$ cat src/rtl/psd_pkg.sv
package psd_pkg;

  // Register byte offsets
  localparam logic [7:0] PSD_OFS_TABLE_PAGE   = 8'h00;
  localparam logic [7:0] PSD_OFS_VIS_PAGE     = 8'h04;
  localparam logic [7:0] PSD_OFS_CORE_CONTROL = 8'h08;
  localparam logic [7:0] PSD_OFS_STATUS       = 8'h0C;
  localparam logic [7:0] PSD_OFS_LAST_ADDR    = 8'h10;

  // Field positions
  localparam int PSD_VIS_EN_BIT  = 2;
  localparam int PSD_CFG_SEL_BIT = 7;
  localparam int PSD_EA_WIN_BIT  = 15;
  localparam int PSD_ST_BUSY_BIT = 0;
  localparam int PSD_ST_REDIR_BIT = 1;
  localparam int PSD_ST_CFG_BIT  = 2;
  localparam int PSD_ST_REFUSED_BIT = 3;

  // Reset values
  localparam logic [7:0] PSD_RST_TABLE_PAGE = 8'h00;
  localparam logic [7:0] PSD_RST_VIS_PAGE   = 8'h00;
  localparam logic       PSD_RST_VIS_EN     = 1'b0;

  // Added cycles for window reads
  localparam logic [1:0] PSD_PAD_MOVE     = 2'h1;
  localparam logic [1:0] PSD_PAD_OTHER    = 2'h2;
  localparam logic [1:0] PSD_PAD_RPT_EDGE = 2'h2;
  localparam logic [1:0] PSD_PAD_RPT_MID  = 2'h0;

  // AXI responses
  localparam logic [1:0] PSD_RESP_OKAY   = 2'h0;
  localparam logic [1:0] PSD_RESP_SLVERR = 2'h2;

  typedef enum logic [2:0] {
    PSD_OP_DATA_RD = 3'h0,
    PSD_OP_DATA_WR = 3'h1,
    PSD_OP_TRD_LO  = 3'h2,
    PSD_OP_TRD_HI  = 3'h3,
    PSD_OP_TWR_LO  = 3'h4,
    PSD_OP_TWR_HI  = 3'h5
  } psd_op_e;

  typedef enum logic [1:0] {
    PSD_CLS_MOVE  = 2'h0,
    PSD_CLS_DMOVE = 2'h1,
    PSD_CLS_OTHER = 2'h2
  } psd_cls_e;

  typedef struct packed {
    logic        valid;
    psd_op_e     op;
    logic        byte_mode;
    logic [15:0] effective_address;
    logic [15:0] wdata;
    psd_cls_e    cls;
    logic        in_repeat;
    logic        rpt_first;
    logic        rpt_last;
    logic        rpt_irq_exit;
    logic        rpt_reentry;
  } psd_cpu_req_s;

  typedef struct packed {
    logic        done;
    logic        redirected;
    logic        refused;
    logic [15:0] data;
  } psd_cpu_rsp_s;

  typedef struct packed {
    logic        valid;
    logic        we;
    logic [23:0] addr;
    logic [23:0] wdata;
    logic [2:0]  wmask;
  } psd_mem_req_s;

endpackage

$ cat src/rtl/psd_program_space_access.sv
`timescale 1ns/100ps
module psd_program_space_access
  import psd_pkg::*;
(
  input  logic         clk_in,
  input  logic         rst_in,
  input  logic [7:0]   s_axi_awaddr_in,
  input  logic         s_axi_awvalid_in,
  output logic         s_axi_awready_out,
  input  logic [31:0]  s_axi_wdata_in,
  input  logic [3:0]   s_axi_wstrb_in,
  input  logic         s_axi_wvalid_in,
  output logic         s_axi_wready_out,
  output logic [1:0]   s_axi_bresp_out,
  output logic         s_axi_bvalid_out,
  input  logic         s_axi_bready_in,
  input  logic [7:0]   s_axi_araddr_in,
  input  logic         s_axi_arvalid_in,
  output logic         s_axi_arready_out,
  output logic [31:0]  s_axi_rdata_out,
  output logic [1:0]   s_axi_rresp_out,
  output logic         s_axi_rvalid_out,
  input  logic         s_axi_rready_in,
  input  psd_cpu_req_s cpu_req_in,
  output logic         cpu_busy_out,
  output psd_cpu_rsp_s cpu_rsp_out,
  output psd_mem_req_s mem_req_out,
  input  logic         mem_ack_in,
  input  logic [23:0]  mem_rdata_in
);

  typedef enum logic [2:0] {
    ST_IDLE  = 3'b001,
    ST_FETCH = 3'b010,
    ST_PAD   = 3'b100
  } psd_state_e;

  psd_state_e   state_r;
  logic [7:0]   table_page_r;
  logic [7:0]   visibility_page_r;
  logic         visibility_enable_r;
  logic         refused_r;
  logic [23:0]  last_addr_r;
  psd_op_e      op_r;
  logic         byte_mode_r;
  logic         byte_sel_r;
  logic [1:0]   pad_r;
  logic [15:0]  result_r;
  logic         aw_held_r;
  logic         w_held_r;
  logic [7:0]   aw_addr_r;
  logic [31:0]  w_data_r;
  logic [3:0]   w_strb_r;
  logic         wr_fire;
  logic [7:0]   wr_addr;
  logic [31:0]  wr_data;
  logic [3:0]   wr_strb;
  logic         wr_hit;
  logic         rd_hit;
  logic [31:0]  rd_data;
  logic         win_hit;
  logic         tbl_op;
  logic [23:0]  prog_addr;
  logic [1:0]   pad_nxt;
  logic [15:0]  steer_nxt;
  logic         start;
  logic         needs_mem;

  // Register write path: address and data taken in either order
  assign wr_addr = aw_held_r ? aw_addr_r : s_axi_awaddr_in;
  assign wr_data = w_held_r ? w_data_r : s_axi_wdata_in;
  assign wr_strb = w_held_r ? w_strb_r : s_axi_wstrb_in;
  assign wr_fire = (aw_held_r || (s_axi_awvalid_in && s_axi_awready_out)) &&
                   (w_held_r || (s_axi_wvalid_in && s_axi_wready_out)) &&
                   !s_axi_bvalid_out;
  assign wr_hit  = (wr_addr == PSD_OFS_TABLE_PAGE) || (wr_addr == PSD_OFS_VIS_PAGE) ||
                   (wr_addr == PSD_OFS_CORE_CONTROL);

  always_ff @(posedge clk_in or posedge rst_in) begin
    if (rst_in) begin
      aw_held_r         <= 1'b0;
      w_held_r          <= 1'b0;
      aw_addr_r         <= 8'h00;
      w_data_r          <= 32'h0000_0000;
      w_strb_r          <= 4'h0;
      s_axi_awready_out <= 1'b0;
      s_axi_wready_out  <= 1'b0;
      s_axi_bvalid_out  <= 1'b0;
      s_axi_bresp_out   <= PSD_RESP_OKAY;
    end else begin
      s_axi_awready_out <= !aw_held_r && !s_axi_bvalid_out && !wr_fire &&
                           !(s_axi_awvalid_in && s_axi_awready_out);
      s_axi_wready_out  <= !w_held_r && !s_axi_bvalid_out && !wr_fire &&
                           !(s_axi_wvalid_in && s_axi_wready_out);
      if (wr_fire) begin
        aw_held_r        <= 1'b0;
        w_held_r         <= 1'b0;
        s_axi_bvalid_out <= 1'b1;
        s_axi_bresp_out  <= wr_hit ? PSD_RESP_OKAY : PSD_RESP_SLVERR;
      end else begin
        if (s_axi_awvalid_in && s_axi_awready_out) begin
          aw_held_r <= 1'b1;
          aw_addr_r <= s_axi_awaddr_in;
        end
        if (s_axi_wvalid_in && s_axi_wready_out) begin
          w_held_r <= 1'b1;
          w_data_r <= s_axi_wdata_in;
          w_strb_r <= s_axi_wstrb_in;
        end
        if (s_axi_bvalid_out && s_axi_bready_in) begin
          s_axi_bvalid_out <= 1'b0;
        end
      end
    end
  end

  // Page and control registers
  always_ff @(posedge clk_in or posedge rst_in) begin
    if (rst_in) begin
      table_page_r        <= PSD_RST_TABLE_PAGE;
      visibility_page_r   <= PSD_RST_VIS_PAGE;
      visibility_enable_r <= PSD_RST_VIS_EN;
    end else if (wr_fire && wr_strb[0]) begin
      if (wr_addr == PSD_OFS_TABLE_PAGE) begin
        table_page_r <= wr_data[7:0];
      end
      if (wr_addr == PSD_OFS_VIS_PAGE) begin
        visibility_page_r <= wr_data[7:0];
      end
      if (wr_addr == PSD_OFS_CORE_CONTROL) begin
        visibility_enable_r <= wr_data[PSD_VIS_EN_BIT];
      end
    end
  end

  // Register read path
  always_comb begin
    rd_hit  = 1'b1;
    rd_data = 32'h0000_0000;
    case (s_axi_araddr_in)
      PSD_OFS_TABLE_PAGE:   rd_data[7:0] = table_page_r;
      PSD_OFS_VIS_PAGE:     rd_data[7:0] = visibility_page_r;
      PSD_OFS_CORE_CONTROL: rd_data[PSD_VIS_EN_BIT] = visibility_enable_r;
      PSD_OFS_STATUS: begin
        rd_data[PSD_ST_BUSY_BIT]    = (state_r != ST_IDLE);
        rd_data[PSD_ST_REDIR_BIT]   = cpu_rsp_out.redirected;
        rd_data[PSD_ST_CFG_BIT]     = last_addr_r[23];
        rd_data[PSD_ST_REFUSED_BIT] = refused_r;
      end
      PSD_OFS_LAST_ADDR:    rd_data[23:0] = last_addr_r;
      default:              rd_hit = 1'b0;
    endcase
  end

  always_ff @(posedge clk_in or posedge rst_in) begin
    if (rst_in) begin
      s_axi_arready_out <= 1'b0;
      s_axi_rvalid_out  <= 1'b0;
      s_axi_rdata_out   <= 32'h0000_0000;
      s_axi_rresp_out   <= PSD_RESP_OKAY;
    end else begin
      s_axi_arready_out <= !s_axi_rvalid_out && !(s_axi_arvalid_in && s_axi_arready_out);
      if (s_axi_arvalid_in && s_axi_arready_out) begin
        s_axi_rvalid_out <= 1'b1;
        s_axi_rdata_out  <= rd_data;
        s_axi_rresp_out  <= rd_hit ? PSD_RESP_OKAY : PSD_RESP_SLVERR;
      end else if (s_axi_rvalid_out && s_axi_rready_in) begin
        s_axi_rvalid_out <= 1'b0;
      end
    end
  end

  // Address generation
  assign tbl_op  = (cpu_req_in.op != PSD_OP_DATA_RD) && (cpu_req_in.op != PSD_OP_DATA_WR);
  assign win_hit = !tbl_op && cpu_req_in.effective_address[PSD_EA_WIN_BIT] &&
                   visibility_enable_r;
  assign start   = cpu_req_in.valid && (state_r == ST_IDLE);
  // Table accesses and window reads go to program memory
  assign needs_mem = tbl_op || (win_hit && cpu_req_in.op == PSD_OP_DATA_RD);

  always_comb begin
    if (tbl_op) begin
      prog_addr = {table_page_r, cpu_req_in.effective_address};
    end else begin
      prog_addr = {1'b0, visibility_page_r,
                   cpu_req_in.effective_address[14:0]};
    end
  end

  // Added cycles for a window read
  always_comb begin
    if (!cpu_req_in.in_repeat) begin
      pad_nxt = (cpu_req_in.cls == PSD_CLS_OTHER) ? PSD_PAD_OTHER : PSD_PAD_MOVE;
    end else if (cpu_req_in.rpt_first || cpu_req_in.rpt_last ||
                 cpu_req_in.rpt_irq_exit || cpu_req_in.rpt_reentry) begin
      pad_nxt = PSD_PAD_RPT_EDGE;
    end else begin
      pad_nxt = PSD_PAD_RPT_MID;
    end
  end

  // Read data steering
  always_comb begin
    steer_nxt = 16'h0000;
    case (op_r)
      PSD_OP_DATA_RD: steer_nxt = mem_rdata_in[15:0];
      PSD_OP_TRD_LO: begin
        if (!byte_mode_r) begin
          steer_nxt = mem_rdata_in[15:0];
        end else begin
          steer_nxt[7:0] = byte_sel_r ? mem_rdata_in[15:8] : mem_rdata_in[7:0];
        end
      end
      PSD_OP_TRD_HI: begin
        if (!byte_mode_r || !byte_sel_r) begin
          steer_nxt[7:0] = mem_rdata_in[23:16];
        end
      end
      default: steer_nxt = 16'h0000;
    endcase
  end

  // Access sequencer
  always_ff @(posedge clk_in or posedge rst_in) begin
    if (rst_in) begin
      state_r     <= ST_IDLE;
      op_r        <= PSD_OP_DATA_RD;
      byte_mode_r <= 1'b0;
      byte_sel_r  <= 1'b0;
      pad_r       <= 2'h0;
      result_r    <= 16'h0000;
      refused_r   <= 1'b0;
      last_addr_r <= 24'h00_0000;
      mem_req_out <= '0;
      cpu_rsp_out <= '0;
    end else begin
      cpu_rsp_out.done <= 1'b0;
      case (state_r)
        ST_IDLE: begin
          if (start) begin
            op_r        <= cpu_req_in.op;
            byte_mode_r <= cpu_req_in.byte_mode;
            byte_sel_r  <= cpu_req_in.effective_address[0];
            pad_r       <= pad_nxt;
            if (needs_mem) begin
              state_r           <= ST_FETCH;
              last_addr_r       <= prog_addr;
              mem_req_out.valid <= 1'b1;
              mem_req_out.addr  <= prog_addr;
              mem_req_out.we    <= (cpu_req_in.op == PSD_OP_TWR_LO) ||
                                   (cpu_req_in.op == PSD_OP_TWR_HI);
              mem_req_out.wdata <= 24'h00_0000;
              mem_req_out.wmask <= 3'h0;
              if (cpu_req_in.op == PSD_OP_TWR_LO) begin
                mem_req_out.wdata <= {8'h00, cpu_req_in.byte_mode ?
                                     {2{cpu_req_in.wdata[7:0]}} : cpu_req_in.wdata};
                mem_req_out.wmask <= !cpu_req_in.byte_mode ? 3'h3 :
                                     (cpu_req_in.effective_address[0] ? 3'h2 : 3'h1);
              end
              if (cpu_req_in.op == PSD_OP_TWR_HI) begin
                mem_req_out.wdata <= {cpu_req_in.wdata[7:0], 16'h0000};
                mem_req_out.wmask <= (cpu_req_in.byte_mode &&
                                      cpu_req_in.effective_address[0]) ? 3'h0 : 3'h4;
              end
            end else begin
              cpu_rsp_out.done       <= 1'b1;
              cpu_rsp_out.redirected <= win_hit;
              cpu_rsp_out.refused    <= win_hit;
              cpu_rsp_out.data       <= 16'h0000;
              refused_r              <= win_hit;
            end
          end
        end
        ST_FETCH: begin
          if (mem_ack_in) begin
            mem_req_out.valid <= 1'b0;
            refused_r         <= 1'b0;
            if (op_r == PSD_OP_DATA_RD && pad_r != 2'h0) begin
              state_r  <= ST_PAD;
              result_r <= steer_nxt;
            end else begin
              state_r                <= ST_IDLE;
              cpu_rsp_out.done       <= 1'b1;
              cpu_rsp_out.redirected <= (op_r == PSD_OP_DATA_RD);
              cpu_rsp_out.refused    <= 1'b0;
              cpu_rsp_out.data       <= steer_nxt;
            end
          end
        end
        ST_PAD: begin
          pad_r <= pad_r - 2'h1;
          if (pad_r == 2'h1) begin
            state_r                <= ST_IDLE;
            cpu_rsp_out.done       <= 1'b1;
            cpu_rsp_out.redirected <= 1'b1;
            cpu_rsp_out.refused    <= 1'b0;
            cpu_rsp_out.data       <= result_r;
          end
        end
        default: state_r <= ST_IDLE;
      endcase
    end
  end

  // Busy flag stalls the requester from the cycle after a table access or window read is taken
  always_ff @(posedge clk_in or posedge rst_in) begin
    if (rst_in) begin
      cpu_busy_out <= 1'b0;
    end else begin
      case (state_r)
        ST_IDLE:  cpu_busy_out <= start && (tbl_op ||
                                  (win_hit && cpu_req_in.op == PSD_OP_DATA_RD));
        ST_FETCH: cpu_busy_out <= !(mem_ack_in && !(op_r == PSD_OP_DATA_RD && pad_r != 2'h0));
        ST_PAD:   cpu_busy_out <= (pad_r != 2'h1);
        default:  cpu_busy_out <= 1'b0;
      endcase
    end
  end

endmodule // psd_program_space_access

$ cat config.mk
export PLATFORM = sky130hd
export DESIGN_NAME = psd_program_space_access
export DESIGN_NICKNAME = d
export VERILOG_FILES = /design/src/rtl/psd_pkg.sv /design/src/rtl/psd_program_space_access.sv
export SDC_FILE = /design/constraint.sdc
export NUM_CORES = 1
export LEC_CHECK = 0
export BUFFER_PORTS_ARGS = -buffer_cell sky130_fd_sc_hd__buf_2
export CAP_MARGIN = 5
export CORE_MARGIN = 10
export CORE_UTILIZATION = 45
export DETAILED_ROUTE_END_ITERATION = 16
export HOLD_SLACK_MARGIN = 0.12
export PLACE_DENSITY = 0.78
export SYNTH_ARGS = -nofsm -noshare
export SYNTH_HDL_FRONTEND = slang
export SYNTH_SLANG_ARGS = --single-unit
$ cat constraint.sdc
create_clock -name clk_in -period 13 [get_ports clk_in]
set_input_delay 2.6 -clock clk_in [delete_from_list [all_inputs] [get_ports clk_in]]
set_output_delay 2.6 -clock clk_in [all_outputs]
set_load 0.02 [all_outputs]
==> summary.txt <==
Layout
  • Area grow syn2layout: 22.2%
  • Final non-filler cell total: 1091
  • Most frequent cells in the layout: 204 x buf_2, 166 x dfrtp_1, 73 x mux2_2
  • Nets: 983
  • Commonest non-fill, non-tap cell in the layout: buf_2
  • Antenna cells: 0
  • Layout cells sized above 1: 0.404
  • Fin util: 0.556

STA
  • Final hold viol count: 0
  • Fmax: 202 MHz
  • Relative slew slack: 0.316
  • Final WS setup: 8.04 ns
  • RSZ-0062 raised after global routing: false
  • Final TNS setup: 0 ns
  • Clock Skews: 0.0124 ns
  • Worst slew pin tran: 1.02 ns
  • Pins Over Slew Limit: 0
  • Share of the clock period used by the worst path: 0.382
  • Min Tclk post-route: 4.96 ns
  • Final setup fails: 0

Clock network
  • CTS root buffer: clkbuf_16
  • Total CTS buffers: 17
  • H-tree level count: 4
  • CTS tree: done
  • Hold Buf Count CTS: 0
  • Clock tree sinks: 167
  • Worst-skew pair later-pin latency: 0.42 ns
  • Clock transition at the registers of the reported paths: 0.07 ns
  • Max Root-Sink Buffers: 2
  • Setup Fix Bufs, Post-CTS: 0
  • CTS resizes: 0

Logic synthesis
  • Ys flop type: dfrtp_1
  • Netlist cell types: 62
  • Register bit total from synthesis: 167
  • Post-synth EDFFs: 0
  • Ys async rst share: 1.00
  • Average cell area after synthesis: 11.8 sq um
  • Seq/Total Area, Yosys: 0.537
  • Area of the mapped netlist: 7790 sq um
  • Post-Synthesis Cells: 659
  • Synth warn: 0

Routing
  • Wirelength per Cell: 18.6 um
  • Total routed wirelength: 20200 um
  • Initial DRC count: 320
  • Vias per cell: 5.28
  • Via count: 5760
  • Pre-antenna DRT Iters: 5
  • Final ANT Viol Nets: 0
  • DRC: 0

Critical path
  • Crit Path Class: primary input to flop
  • Crit path DAT: 5.26 ns
  • Req. time, crit path: 13.30 ns
  • CP max stage delay: 0.77 ns
  • Crit path buf inv count: 2
  • Worst path cell trace: buf_2, nor2_1, o21ai_0, nand4b_1, buf_4, mux2_2
  • Crit path capture type: flop
  • Reg2reg path depth: 6
  • Worst path slowest cell: nor2_1
  • Worst-path fanout max: 52
  • CP top delay family: simple AND/OR/NAND/NOR gates
  • Setup crit start kind: primary input
  • Critical path depth: 6

Global route
  • First-pass GRT wire length: 31900 um
  • GRT Overall Usage: 0.176
  • Largest net degree at the start of global routing: 95
  • Number of global-route vias before repair: 5892
  • GRT overflow: 0
  • Initial antenna violation count: 0

Pwr
  • Comb power frac: 0.309
  • Clock power frac: 0.283
  • Int Power: 1.23 mW
  • Pwr dens: 198 nW/um^2
  • Final Power: 1.89 mW
  • P_sw: 0.659 mW
  • Sequential power share: 0.409
  • Sw frac: 0.350
  • Static Leak: 4.85 nW
  • Maximum vdd ir drop: 0.000117 V

Placed design
  • PortBufs: 204
  • Placed Cells: 1059
  • Place WS: 7.56 ns
  • DP Wirelength: 14800 um
  • Gpl congestion: 0.798

Die
  • Die Ht: 152 um
  • Initial core utilization: 0.455
  • Die X: 152 um
  • I/O pins: 242
  • Placeable Area: 17100 sq um
  • Die footprint: 23000 sq um
  • Row count: 48

Worst hold path
  • Min-Delay Path Class: flop to flop
  • WHS Path Cells: 1

Status
  • Run status: finished, final reports clean

Flow run
  • MaxCap Viol Count: 0
layout make-up:
cell class	instances	area [sq um]
clock buffer	20	467
clock inverter	12	164
timing repair buffer	207	1040
tap	225	282
sequential	167	4180
multi-input combinational	415	3210
inverter	45	174
fill	1475	7600
cell usage after synthesis, drive strengths merged, types with 3 or more instances:
library cell / number / area [sq um]
o221ai: 9 / 78.8
nor3: 5 / 25.0
dfrtp: 166 / 4150
buf: 28 / 216
a31oi: 3 / 18.8
a22o: 20 / 175
and2: 4 / 25.0
inv: 45 / 169
mux2: 92 / 1110
nand3: 11 / 55.1
o21ai: 27 / 135
nor2: 31 / 119
nor2b: 4 / 25.0
or3b: 5 / 43.8
o22ai: 3 / 32.5
or4: 3 / 22.5
a22oi: 18 / 135
a21oi: 17 / 88.8
mux2i: 35 / 350
nand4: 3 / 33.8
nand2b: 6 / 37.5
a211oi: 3 / 35.0
o211ai: 3 / 27.5
o2bb2ai: 5 / 43.8
nand2: 69 / 259
clkbuf: 13 / 48.8
nor3b: 4 / 30.0
stage by stage:
stage                     hold slack (ns)  cell area, sq um
final                               0.466              9520
after global routing                0.485              9520
after CTS                           0.465              9520
after detailed placement            0.457              8890
after global placement              0.449              8890
after floorplan                     0.440              7820
cells by family (layout without fill, tap and decap cells):
| family | Yosys count | in the layout | share of synthesized area |
|---|---|---|---|
| DFF | 167 | 167 | 0.537 |
| and+or+nand+nor | 157 | 157 | 0.102 |
| muxes | 127 | 127 | 0.187 |
| AOI/OAI and AO/OA | 119 | 119 | 0.115 |
| buffers and inverters | 86 | 284 | 0.0557 |
| adders and majority gates | 2 | 2 | 0.00321 |
| other | 1 | 10 | 0.000481 |
power groups by stage:
| stage | clock network, mW | registers [mW] | logic, mW |
|---|---|---|---|
| after floorplan | 0 | 0.838 | 0.343 |
| after global placement | 0 | 0.769 | 0.575 |
| after detailed placement | 0 | 0.777 | 0.587 |
| after CTS | 0.545 | 0.769 | 0.590 |
| after global routing | 0.569 | 0.790 | 0.635 |
| final | 0.533 | 0.770 | 0.582 |
flip-flops by register name, indices dropped and copies added, names as in the netlist, 2 cells and up:
signal	cells
mem_req_out	29
table_page_r	8
pad_r	2
state_r	3
visibility_page_r	8
s_axi_rdata_out	24
aw_addr_r	8
last_addr_r	24
cpu_rsp_out	19
w_data_r	8
op_r	3
result_r	16
path summary, 6_finish.rpt:
check / startpoint / end / slack [ns]
worst max-delay path: cpu_req_in[42] / last_addr_r[20] / 8.04
worst min-delay path: s_axi_rvalid_out / s_axi_arready_out / 0.47
worst max register to register: pad_r[0] / last_addr_r[20] / 10.01
worst min register to register: s_axi_rvalid_out / s_axi_arready_out / 0.47
max in group asynchronous: rst_in / w_data_r[5] / 9.20
min in group asynchronous: rst_in / s_axi_rdata_out[10] / 2.36
routing by layer:
layer / vias to the layer above / share of wire / track usage
met5: - / 0 / 0
met4: 0 / 0.017 / 0.0591
met3: 27 / 0.071 / 0.0448
met2: 177 / 0.48 / 0.278
met1: 2853 / 0.43 / 0.230
li1: 2703 / - / -
Power figures use the tool's default switching activity.
